===== config.mk =====
export PLATFORM = sky130hd
export DESIGN_NAME = hsp_top
export DESIGN_NICKNAME = d
export VERILOG_FILES = /design/src/hw/hsp_pkg.sv /design/src/hw/hsp_channel.sv /design/src/hw/hsp_top.sv
export SDC_FILE = /design/constraint.sdc
export NUM_CORES = 1
export LEC_CHECK = 0
export ABC_AREA = 1
export BUFFER_PORTS_ARGS = -buffer_cell sky130_fd_sc_hd__buf_2
export CORE_ASPECT_RATIO = 2
export CORE_MARGIN = 2
export CORE_UTILIZATION = 40
export CTS_CLUSTER_DIAMETER = 30
export DETAILED_ROUTE_END_ITERATION = 8
export PLACE_DENSITY = 0.63
export SLEW_MARGIN = 10
export SYNTH_ARGS = -nofsm -noshare
export SYNTH_HDL_FRONTEND = slang
export SYNTH_SLANG_ARGS = --single-unit
export TNS_END_PERCENT = 10

===== constraint.sdc =====
create_clock -name clk -period 2.4 [get_ports clk]
set_input_delay 0.12 -clock clk [delete_from_list [all_inputs] [get_ports clk]]
set_output_delay 0.12 -clock clk [all_outputs]
set_load 0.02 [all_outputs]

===== src/hw/hsp_pkg.sv =====
// Constants and carrier types for the high-side protection and diagnosis block.
package hsp_pkg;
  localparam int unsigned CLK_HZ          = 25_000_000;
  localparam int unsigned NUM_OUT         = 5;
  localparam int unsigned HEATER_IDX      = 0;
  // Delays in microseconds, typical figures.
  localparam int unsigned HEATER_SD_US    = 25;
  localparam int unsigned LAMP_SD_US      = 25;
  localparam int unsigned LAMP_SDON_US    = 200;
  localparam int unsigned HEATER_SD_CYC   = HEATER_SD_US * (CLK_HZ / 1_000_000);
  localparam int unsigned LAMP_SD_CYC     = LAMP_SD_US * (CLK_HZ / 1_000_000);
  localparam int unsigned LAMP_SDON_CYC   = LAMP_SDON_US * (CLK_HZ / 1_000_000);
  localparam int unsigned CNT_W           = 13;

  // Per-output comparator readings from the analog stage.
  typedef struct packed {
    logic overcurrent_comparator;
    logic low_output_voltage_comparator;
    logic open_load_voltage_comparator;
  } hsp_comp_s;

  // Per-output diagnosis flags.
  typedef struct packed {
    logic short_flag;
    logic open_load_flag;
  } hsp_diag_s;

  typedef enum logic [1:0] {HSP_OFF, HSP_SWITCH_ON, HSP_ON, HSP_TRIPPED} hsp_state_e;
endpackage


===== src/hw/hsp_channel.sv =====
// One high-side output: delay filter, shutdown latch and open-load latch.
`timescale 1ns/1ps
module hsp_channel #(
  parameter bit          IS_LAMP   = 1'b1,
  parameter int unsigned SD_CYC    = hsp_pkg::LAMP_SD_CYC,
  parameter int unsigned SDON_CYC  = hsp_pkg::LAMP_SDON_CYC
) (
  // Clock and reset
  input  wire logic                clk,
  input  wire logic                resetn,
  // Control
  input  wire logic                switch_request,
  input  wire logic                open_load_pullup_enable,
  input  wire logic                status_reset,
  // Analog side, already synchronised
  input  wire hsp_pkg::hsp_comp_s  comp,
  // Results
  output logic                     gate_on,
  output logic                     pullup_on,
  output hsp_pkg::hsp_diag_s       diag
);
  import hsp_pkg::*;

  hsp_state_e        state;
  hsp_state_e        next_state;
  logic [CNT_W-1:0]  cnt;
  logic [CNT_W-1:0]  next_cnt;
  hsp_diag_s         next_diag;
  logic              next_gate_on;
  logic              next_pullup_on;
  logic              cond;

  always_comb
  begin
    next_state = state;
    next_cnt   = '0;
    next_diag  = diag;
    cond       = 1'b0;
    // Status reset clears first so that a coincident event still sets the flag.
    if (status_reset)
    begin
      next_diag = '0;
    end
    unique case (state)
      HSP_OFF:
      begin
        if (switch_request)
        begin
          next_state = (IS_LAMP != 1'b0) ? HSP_SWITCH_ON : HSP_ON;
        end
        if (comp.open_load_voltage_comparator)
        begin
          next_diag.open_load_flag = 1'b1;
        end
      end
      HSP_SWITCH_ON:
      begin
        cond = comp.overcurrent_comparator && comp.low_output_voltage_comparator;
        if (!switch_request)
        begin
          next_state = HSP_OFF;
        end
        else if (cnt >= CNT_W'(SDON_CYC))
        begin
          next_state = cond ? HSP_TRIPPED : HSP_ON;
          next_diag.short_flag = cond | next_diag.short_flag;
        end
        else
        begin
          next_cnt = cnt + 1'b1;
        end
      end
      HSP_ON:
      begin
        if (!switch_request)
        begin
          next_state = HSP_OFF;
        end
        else if (comp.overcurrent_comparator)
        begin
          if (cnt >= CNT_W'(SD_CYC))
          begin
            next_state = HSP_TRIPPED;
            next_diag.short_flag = 1'b1;
          end
          else
          begin
            next_cnt = cnt + 1'b1;
          end
        end
      end
      HSP_TRIPPED:
      begin
        next_diag.short_flag = ~status_reset;
        if (status_reset)
        begin
          next_state = HSP_OFF;
        end
      end
    endcase
    next_gate_on   = (next_state == HSP_SWITCH_ON) || (next_state == HSP_ON);
    // pull-up follows enable in off state
    next_pullup_on = open_load_pullup_enable && !next_gate_on;
  end

  always_ff @(posedge clk)
  begin
    if (!resetn)
    begin
      state     <= HSP_OFF;
      cnt       <= '0;
      diag      <= '0;
      gate_on   <= 1'b0;
      pullup_on <= 1'b0;
    end
    else
    begin
      state     <= next_state;
      cnt       <= next_cnt;
      diag      <= next_diag;
      gate_on   <= next_gate_on;
      pullup_on <= next_pullup_on;
    end
  end
endmodule


===== src/hw/hsp_top.sv =====
// Protection and diagnosis for the heater output and four lamp outputs.
`timescale 1ns/1ps
module hsp_top (
  // Clock and reset
  input  wire logic                                clk,
  input  wire logic                                resetn,
  // Control bits, index 0 is the heater
  input  wire logic [hsp_pkg::NUM_OUT-1:0]         switch_request,
  input  wire logic [hsp_pkg::NUM_OUT-1:0]         open_load_pullup_enable,
  input  wire logic                                status_reset,
  // Comparators from the analog stages
  input  wire hsp_pkg::hsp_comp_s [hsp_pkg::NUM_OUT-1:0] comp,
  // Drives to the analog stages
  output logic [hsp_pkg::NUM_OUT-1:0]              gate_on,
  output logic [hsp_pkg::NUM_OUT-1:0]              pullup_on,
  // Status bits
  output hsp_pkg::hsp_diag_s [hsp_pkg::NUM_OUT-1:0] diag
);
  import hsp_pkg::*;

  hsp_comp_s [NUM_OUT-1:0] comp_meta;
  hsp_comp_s [NUM_OUT-1:0] comp_sync;

  // Comparators are asynchronous to clk and pass two flip-flops.
  always_ff @(posedge clk)
  begin
    if (!resetn)
    begin
      comp_meta <= '0;
      comp_sync <= '0;
    end
    else
    begin
      comp_meta <= comp;
      comp_sync <= comp_meta;
    end
  end

  for (genvar i = 0; i < NUM_OUT; i++)
  begin : g_ch
    hsp_channel #(
      .IS_LAMP  ((i == HEATER_IDX) ? 1'b0 : 1'b1),
      .SD_CYC   ((i == HEATER_IDX) ? HEATER_SD_CYC : LAMP_SD_CYC),
      .SDON_CYC (LAMP_SDON_CYC)
    ) u_ch (
      .clk                     (clk),
      .resetn                  (resetn),
      .switch_request          (switch_request[i]),
      .open_load_pullup_enable (open_load_pullup_enable[i]),
      .status_reset            (status_reset),
      .comp                    (comp_sync[i]),
      .gate_on                 (gate_on[i]),
      .pullup_on               (pullup_on[i]),
      .diag                    (diag[i])
    );
  end
endmodule


# [Word-level counts from Yosys, hierarchy flattened]
# Cells that the tools add are included.
[totals] register_bits=125 latch_bits=0 ramBits=0 romBits=0 input_bits=28 output_inout_bits=20 wordCells=251 memories=0
[op_classes] addsub=5 multipliers=0 n_div=0 n_lt_le_gt_ge=10 eq_ne=25 n_shift=0 mux=120 n_bitwise=6 reduce_logical=25
[ops] cell="13-bit 2-to-1 mux" n=25
[ops] cell="13-bit case mux with 2 select lines" n=5
[ops] cell="2-bit 2-to-1 mux" n=40
[ops] cell="13-bit by 1-bit adder with 13-bit output, second input constant" n=5
[ops] cell="13-bit by 10-bit >= comparator with 1-bit output, second input constant" n=5
[ops] cell="13-bit >= comparator, second input constant" n=5
[ops] cell="1-bit 2-to-1 mux" n=40
[ops] cell="2-bit case mux with 4 select lines" n=5
[ops] cell="2-bit == test, second input constant" n=15
[ops] cell="2-bit by 1-bit == test with 1-bit output, second input constant" n=10
[ops] cell="1-bit case mux with 3 select lines" n=5
[ops] cell="1-bit logical AND" n=10
[ops] cell="2-bit zero test" n=5
[ops] cell="1-bit zero test" n=5
[ops] cell="1-bit logical OR" n=5
[ops] cell="1-bit OR" n=5
[ops] cell="1-bit NOT" n=1

# [Logic depth before layout (Yosys ltp)]
# Gate-level depths: netlist (run 1).
[depth] depth_word=9 depth_mapped=17 mapped_depth_nobuf=17

# [By module]
# From an unflattened synthesis (run 1), not the netlist that was laid out.
[hier_totals] cells_unflattened=911 hier_area_um2=6688.9
[modules_own_cells] mod="hsp_channel at g_ch[1].u_ch ..." instances=3 cells_each=162 area_per_inst_um2=1146.1 seq_area_each_um2=380.4
[modules_own_cells] mod="hsp_channel at g_ch[0].u_ch" instances=1 cells_each=164 area_per_inst_um2=1196.1 seq_area_each_um2=380.4
[modules_own_cells] mod="hsp_channel at g_ch[4].u_ch" instances=1 cells_each=168 area_per_inst_um2=1194.9 seq_area_each_um2=380.4
[modules_own_cells] mod="hsp_top" instances=1 cells_each=93 area_per_inst_um2=859.6 seq_area_each_um2=600.6

# [Worst setup path after synthesis (run 1)]
# OpenSTA, ideal clock, no wires.
[synth_timing] path_kind="register -> register" startpoint="register g_ch[1].u_ch.state[0]" endpoint="register g_ch[1].u_ch.gate_on" setup_time_ns=0.128 t_arrival_ns=1.499 t_required_ns=2.272 slack_ns=0.773 stages_incl_launch_ff=13 n_path_buf=0 period_less_slack_ns=1.627 cell_sequence="dfxtp_1 inv_1 ha_1 nand2_1 inv_1 nor3_1 o22ai_1 inv_1 nand2_1 a21oi_1 nand2_1 nand2_1 nor2_1"
[synth_via] elab_chain_cells=6 word_cells_on_any_way=15 cone_classes="5 x eq/ne; 8 x mux; 2 x reduce/logical"
[synth_lines] element="start: declaration" line_no="hsp_channel.sv:24" rtl="hsp_state_e state;"
[synth_lines] element="start signal: assignment" line_no="hsp_channel.sv:118" rtl="state <= next_state;"
[synth_lines] element="2-bit 2-to-1 mux" line_no="hsp_channel.sv:81" rtl="if (cnt >= CNT_W'(SD_CYC))"
[synth_lines] element="2-bit 2-to-1 mux" line_no="hsp_channel.sv:79" rtl="else if (comp.overcurrent_comparator)"
[synth_lines] element="2-bit 2-to-1 mux" line_no="hsp_channel.sv:75" rtl="if (!switch_request)"
[synth_lines] element="2-bit case mux with 4 select lines *" line_no="hsp_channel.sv:44" rtl="unique case (state)"
[synth_lines] element="2-bit by 1-bit == test with 1-bit output or 2-bit == test (tied branches)" line_no="hsp_channel.sv:101" rtl="next_gate_on = (next_state == HSP_SWITCH_ON) || (next_state == HSP_ON);"
[synth_lines] element="1-bit logical OR *" line_no="hsp_channel.sv:101"
[synth_lines] element="end signal: assignment" line_no="hsp_channel.sv:121" rtl="gate_on <= next_gate_on;"
[synth_lines] element="end: declaration" line_no="hsp_channel.sv:18" rtl="output logic gate_on,"
# Every way passes the cells marked *; elsewhere a longest branch is shown, timed or not.
# A chain may end at the register's enable or synchronous reset.

# [Worst setup path after layout (run 1)]
[layout_timing] startpoint="register g_ch[0].u_ch.cnt[1]" endpoint="register g_ch[0].u_ch.cnt[10]"
[layout_via] elab_chain_cells=5 word_cells_on_any_way=9 cone_classes="1 x add/sub; 2 x order compare; 6 x mux"
[layout_lines] element="start: declaration" line_no="hsp_channel.sv:26" rtl="logic [CNT_W-1:0] cnt;"
[layout_lines] element="start signal: assignment" line_no="hsp_channel.sv:119" rtl="cnt <= next_cnt;"
[layout_lines] element="13-bit by 1-bit adder with 13-bit output or 13-bit by 10-bit >= comparator with 1-bit output (tied branches)" line_no="hsp_channel.sv:70, hsp_channel.sv:88, hsp_channel.sv:81"
[layout_lines] element="13-bit 2-to-1 mux" line_no="hsp_channel.sv:81"
[layout_lines] element="13-bit 2-to-1 mux" line_no="hsp_channel.sv:79"
[layout_lines] element="13-bit 2-to-1 mux" line_no="hsp_channel.sv:75"
[layout_lines] element="13-bit case mux with 2 select lines *" line_no="hsp_channel.sv:44"
# Marked as above.

==> key figures, run 1 <==
Route
  – DRT antenna net count: 0
  – WL/cell: ~12 um
  – Via/cell ratio: roughly 4.7
  – Vias post-DR: roughly 5400
  – Total Wirelength: 13400 um
  – First DRT Iteration DRCs: 183
  – DRC Markers: 0
  – 1st-pass router iterations: 4

Place
  – Cell Area, Placed: about 6700 sq um
  – # placed instances: around 1100
  – Gpl congestion: around 0.88
  – PortBufs: 47
  – DP HPWL: 10200 um

Layout
  – Final core occ: 48.8%
  – Finished Layout Cells: ~1100
  – Nets: approximately 1000
  – Synth-to-layout area growth: 19.1%
  – Inserted Diodes: 0
  – Layout cells sized above 1: between 10% and 20%
  – Post-layout instance area: ~7500 sq um

Clocking
  – CTS resizes: 0
  – Clock sinks: 125
  – Clock Tree Buf Depth: 2
  – Clk root buf: clkbuf_16
  – H-tree depth: 4
  – CTS tree: yes
  – CTS buffer count: 17
  – Clock transition at path regs: about 60 ps
  – Later-pin clock latency in the skew report: 420 ps

Setup path
  – Reg2Reg Depth: 12
  – Critical Path End: g_ch[0].u_ch.cnt[10]
  – Worst Path Max Fanout: 10
  – Worst r2r src: g_ch[0].u_ch.cnt[1]
  – Critical Path AT: ~2300 ps
  – Critical path class: reg2reg
  – Worst setup EP type: flop
  – R2R Path End: g_ch[0].u_ch.cnt[10]
  – Crit path launch: g_ch[0].u_ch.cnt[1]
  – Flop-to-flop setup slack: between 400 and 500 ps
  – Required time of the critical path: ~2700 ps
  – CP Launch Type: flop

Global route
  – Initial antenna violation count: 0
  – All-layer global routing usage: around 17%
  – Congestion Overflow GR: 0
  – Largest net degree at the start of global routing: 21
  – Vias in the first global route: between 5000 and 6000
  – First-pass GRT wire length: about 23000 um

Synth
  – Synth cell types: 42
  – Sequential element share of the synthesized area: 40.0%
  – Mapped cell area: roughly 6300 sq um
  – Avg Cell Area, Syn: roughly 7.2 sq um
  – Yosys reg bits: roughly 130
  – Post-Synthesis Cells: just under 900
  – Synth area leader: dfxtp_1
  – Top post-synthesis cells by area: dfxtp_1 (40%), nand2_1 (12%), inv_1 (8.3%)
  – YS warnings: 0
  – Top-area cell type share of the netlist area: about two fifths
  – Syn_nets: 934

Timing
  – Max-Slew Margin vs Limit: 68.2%
  – Tightest Pin Transition: between 400 and 500 ps
  – Maximum clock rate: roughly 510 MHz
  – Final worst-path cycle share: between 80% and 90%
  – Max-slew violation count: 0
  – RSZ-0062 raised after global routing: false
  – # setup viols final: 0
  – Final hold violation count: 0
  – Tmin final: slightly below 2000 ps
  – Clk_skew: about 6.6 ps
  – Fin Setup TNS: 0 ps

Die
  – # rows: 64
  – Die area: about 17000 sq um
  – Core box area: ~15000 sq um
  – Die height: about 180 um
  – Die width: between 90 and 100 um
  – I/O pins: between 40 and 50
  – Initial Util: between 40% and 50%

Power and ir drop
  – Switch share: around a quarter
  – Seq pwr share: a little over two fifths
  – Max IR drop VDD: between 400 and 500 uV
  – Internal power: roughly 3.8 mW
  – Pwr/cell area: roughly 680 nW/um^2
  – Power Total: slightly above 5 mW
  – Clock power share: 50.2%
  – Switching pwr: 1.29 mW
  – Leakage: 3.37 nW
  – Combinational group share of total power: ~7.0%

Job
  – Max-Cap Viols: 0

Run status
  – Status: finished, final reports clean

Min path
  – Min-delay worst type: in2reg
-- metrics by stage --
step / setup WS (ps) / hold slack [ps]
after floorplan: 773 / 218
after global placement: 503 / 307
after detailed placement: 416 / 305
after CTS: 404 / 30.1
after global routing: 106 / 76.0
final: 450 / 37.5
-- synthesized netlist by cell type (all sizes together) --
library cell and n:
nand2 199, inv 143, nor2 133, dfxtp 125
nand3 46, ha 40, a21oi 30, o21ai 28
nor3 24, xor2 21, buf 16, nand4 14
clkbuf 8, xnor2 8, nor3b 7, a31oi 5
a211oi 3, a21boi 2, nor4 2, o21bai 2
o22ai 2, a22o 1, a22oi 1, a41oi 1
nand3b 1, nor4b 1, o31ai 1, o32ai 1
or2 1
-- routing by layer --
metal / vias to the layer above / wire length [um] / global-route usage (%)
met2: 87 / 7670 / 33.5
met3: 25 / 368 / 3.84
met5: - / 0 / 0
li1: 2815 / - / -
met1: 2423 / 5100 / 16.4
met4: 0 / 293 / 8.30
-- what timing repair did --
| item | in CTS | in global routing |
|---|---|---|
| hold buffers | 20 | 0 |
| hold endpoints to repair | 20 | 0 |
| buffers inserted | 0 | 0 |
-- layout make-up --
cell class,instances,area [sq um]
Fill cell,1489,7840
Multi-Input combinational cell,574,3080
Sequential cell,125,2500
Inverter,143,537
Timing Repair Buffer,76,503
Clock buffer,18,439
Tap cell,198,248
Clock inverter,14,149
-- registers in the layout, indices dropped and copies added, names as in the netlist --
| name | count |
|---|---|
| comp_meta | 15 |
| comp_sync | 15 |
| g_ch.u_ch.cnt | 65 |
| g_ch.u_ch.diag | 10 |
| g_ch.u_ch.gate_on | 5 |
| g_ch.u_ch.pullup_on | 5 |
| g_ch.u_ch.state | 10 |
-- cell families after synthesis --
| logic type | after synthesis | share of synthesized area, % |
|---|---|---|
| xor+xnor | 29 | 4.06 |
| compound gates | 77 | 7.02 |
| simple gates | 428 | 30.1 |
| buf+inv | 167 | 10.8 |
| flops | 125 | 40.0 |
| fa+ha+maj | 40 | 8.00 |
-- how the worst min path moves through the flow --
stage	start	end	slack (ps)	depth (start not counted)
2_1_floorplan	comp[0]	comp_meta[0]	220	2
3_3_place_gp	comp[0]	comp_meta[0]	310	3
3_5_place_dp	comp[1]	comp_meta[1]	300	3
4_1_cts	switch_request[0]	g_ch[0].u_ch.cnt[1]	30	3
5_1_grt	switch_request[0]	g_ch[0].u_ch.cnt[0]	80	3
6_report	switch_request[0]	g_ch[0].u_ch.cnt[1]	40	3
-- power by group through the flow --
| stage | Sequential (mW) | Clock [mW] | Combinational (mW) |
|---|---|---|---|
| 2_1_floorplan | 2.22 | 0 | 0.228 |
| 3_3_place_gp | 2.21 | 0 | 0.330 |
| 3_5_place_dp | 2.21 | 0 | 0.331 |
| 4_1_cts | 2.17 | 2.60 | 0.357 |
| 5_1_grt | 2.17 | 2.70 | 0.403 |
| 6_report | 2.17 | 2.54 | 0.354 |
-- cell usage in the layout, fill, tap and decap left out, types with 2 or more instances in the layout --
cell type | Yosys | routed
nand4_1 | 13 | 13
nand2_2 | 3 | 3
nor3_2 | 9 | 9
a21oi_1 | 27 | 27
nor3_1 | 15 | 15
inv_1 | 139 | 139
a31oi_1 | 5 | 5
o21ai_1 | 3 | 3
nand2_1 | 196 | 196
inv_2 | 4 | 4
clkinv_4 | 0 | 4
xor2_1 | 21 | 21
xnor2_1 | 8 | 8
buf_4 | 10 | 9
dlygate4sd3_1 | 0 | 20
o22ai_1 | 2 | 2
clkinvlp_4 | 0 | 2
a21oi_2 | 3 | 3
o21ai_0 | 25 | 25
nor3b_1 | 6 | 6
nor2_1 | 123 | 123
nor2_2 | 9 | 9
dfxtp_1 | 125 | 125
o21bai_1 | 2 | 2
a21boi_0 | 2 | 2
a211oi_1 | 3 | 3
nand3_1 | 45 | 45
clkbuf_16 | 0 | 17
buf_2 | 5 | 47
inv_6 | 0 | 4
inv_8 | 0 | 3
ha_1 | 40 | 40
-- worst max-delay path, cell delays in order, from the launching register on --
cell     delay [ps]
dfxtp_1         330
inv_1            80
ha_1            180
nor2_1          100
nand4_1          90
nand2_1          70
nand2_1          50
nand2_1          60
nand3_1          90
o21ai_1         210
nand4_1         140
buf_4           200
nor3b_1         240
(Power assumes the default switching activity.)
==> run 2: changes to the inputs <==
==> constraint.sdc (replaced) <==
create_clock -name clk -period 1.8 [get_ports clk]
set_input_delay 0.09 -clock clk [delete_from_list [all_inputs] [get_ports clk]]
set_output_delay 0.09 -clock clk [all_outputs]
set_load 0.02 [all_outputs]
==> key figures, run 2 (same netlist as run 1, synthesis figures left out) <==
Global route
  – All-layer global routing usage: approximately 17%
  – Initial antenna violation count: 0
  – Vias in the first global route: approximately 5600
  – Largest net degree at the start of global routing: 25
  – Congestion Overflow GR: 0
  – First-pass GRT wire length: ~23000 um

Timing
  – Tightest Pin Transition: 467 ps
  – Fin Setup TNS: 0 ps
  – RSZ-0062 raised after global routing: true
  – Final worst-path cycle share: a little over nine tenths
  – Maximum clock rate: about 580 MHz
  – Clk_skew: 8.42 ps
  – Tmin final: 1730 ps
  – # setup viols final: 0
  – Max-slew violation count: 0
  – Max-Slew Margin vs Limit: 68.8%
  – Final hold violation count: 0

Power and ir drop
  – Pwr/cell area: approximately 840 nW/um^2
  – Power Total: between 6 and 7 mW
  – Leakage: 3.54 nW
  – Max IR drop VDD: 538 uV

Layout
  – Nets: just over 1000
  – Max reg flops: 65
  – Commonest non-fill, non-tap cells in the layout: nand2_1 (187), inv_1 (137), nor2_1 (115)
  – Layout cells sized above 1: about a fifth
  – Post-layout instance area: ~7800 sq um
  – Largest registers: g_ch.u_ch.cnt: 65 flops, comp_meta: 15 flops, comp_sync: 15 flops
  – Synth-to-layout area growth: 25.4%
  – Biggest register: g_ch.u_ch.cnt
  – Inserted Diodes: 0
  – Leading cell type in the layout, fill and taps excluded: nand2_1

Job
  – Max-Cap Viols: 0

Route
  – Total Wirelength: about 14000 um
  – 1st-pass router iterations: 4
  – WL/cell: between 10 and 15 um
  – First DRT Iteration DRCs: about 160
  – DRC Markers: 0
  – Via/cell ratio: about 4.7
  – DRT antenna net count: 0
  – Vias post-DR: 5500

Min path
  – Worst Hold Depth: 3
  – Min-delay worst type: in2reg
  – Hold Path Sink: comp_meta[7]
  – Min-delay src: resetn

Clocking
  – CTS buffer count: 17
  – Clock sinks: approximately 130
  – Clk root buf: clkbuf_16
  – Clock Tree Buf Depth: 2
  – CTS tree: yes
  – Clock transition at path regs: roughly 60 ps
  – H-tree depth: 4
  – Later-pin clock latency in the skew report: 420 ps

Die
  – # rows: 64
  – Initial Util: between 40% and 50%
  – Die height: roughly 180 um
  – Die area: 16700 sq um
  – Die width: between 90 and 100 um
  – I/O pins: 48
  – Core box area: between 15000 and 20000 sq um

Setup path
  – Reg2Reg Depth: 12
  – Worst r2r src: g_ch[2].u_ch.state[0]
  – Critical Path AT: 2030 ps
  – Worst setup EP type: flop
  – CP Launch Type: flop
  – Critical path class: reg2reg
  – CP Cell Sequence: inv_1, ha_2, nand2_1, inv_1, nor3_2, o22ai_1, inv_1, nand2_2, a21oi_2, nand2_1, nand2_1, nor2_1
  – Worst Path Max Fanout: 5
  – Buffers & Inverters on Critical Path: 3
  – Flop-to-flop setup slack: roughly 70 ps
  – R2R Path End: g_ch[2].u_ch.gate_on
  – Largest stage delay on the critical path: 370 ps
  – Cell family with most CP delay: simple AND/OR/NAND/NOR gates
  – Slowest-stage cell, CP: dfxtp_4
  – Required time of the critical path: ~2100 ps

Place
  – Gpl congestion: 0.937
  – DP HPWL: roughly 10000 um
  – Cell Area, Placed: a little under 7000 sq um
  – PortBufs: between 40 and 50

Run status
  – Status: finished, final reports clean
-- run 2: worst max path at each step --
stage,from,end,slack (ps),cells after the start
2_1_floorplan,g_ch[1].u_ch.state[0],g_ch[1].u_ch.gate_on,170,12
3_5_place_dp,g_ch[0].u_ch.cnt[1],g_ch[0].u_ch.cnt[6],-20,12
3_3_place_gp,g_ch[2].u_ch.state[0],g_ch[2].u_ch.gate_on,8,12
5_1_grt,g_ch[2].u_ch.cnt[0],g_ch[2].u_ch.cnt[10],-50,11
6_report,g_ch[2].u_ch.state[0],g_ch[2].u_ch.gate_on,70,12
4_1_cts,g_ch[0].u_ch.cnt[1],g_ch[0].u_ch.pullup_on,4,15
-- run 2: layout make-up --
cell class / count / area (sq um)
fill: 1513 / 7450
multi-input combinational: 574 / 3270
sequential: 125 / 2530
timing repair buffer: 101 / 721
inverter: 143 / 537
clock buffer: 19 / 433
tap: 198 / 248
clock inverter: 13 / 118
-- run 2: stage by stage --
stage / hold slack [ps] / worst slack [ps] / cells / util [%]
floorplan: 188 / 173 / 866 / -
global placement: 275 / 8.17 / 1114 / 44.6
detailed placement: 274 / -22.9 / 1114 / 44.6
CTS: 117 / 4.15 / 1168 / 49.6
global route: 145 / -46.4 / 1173 / 51.3
finish: 111 / 71.8 / 1173 / 51.3
-- run 2: timing repair --
item / CTS / global route
cloned: 0 / 0
resized for setup: 1 / 75
hold endpoints to repair: 22 / 0
endpoints found under the setup margin: 9 / 66
buffers inserted: 1 / 5
pin swaps: 1 / 21
hold buffers: 21 / 0
-- run 2: layer usage --
metal,up-vias,wire (um),track usage [%]
li1,2874,-,-
met1,2489,5310,16.3
met2,107,7770,33.8
met3,30,419,3.75
met4,0,465,9.31
met5,-,0,0
-- run 2: where the power goes --
group	switching, mW	total [mW]	leakage, nW	internal (mW)
sequential	0.0419	2.89	1.02	2.85
clock	1.31	3.21	0.267	1.90
combinational	0.304	0.509	2.25	0.205
total	1.65	6.60	3.54	4.95
-- run 2: tightest hold or removal path, cell delays in order --
cell and delay (ps):
buf_2 260, nand2_1 110, inv_1 30
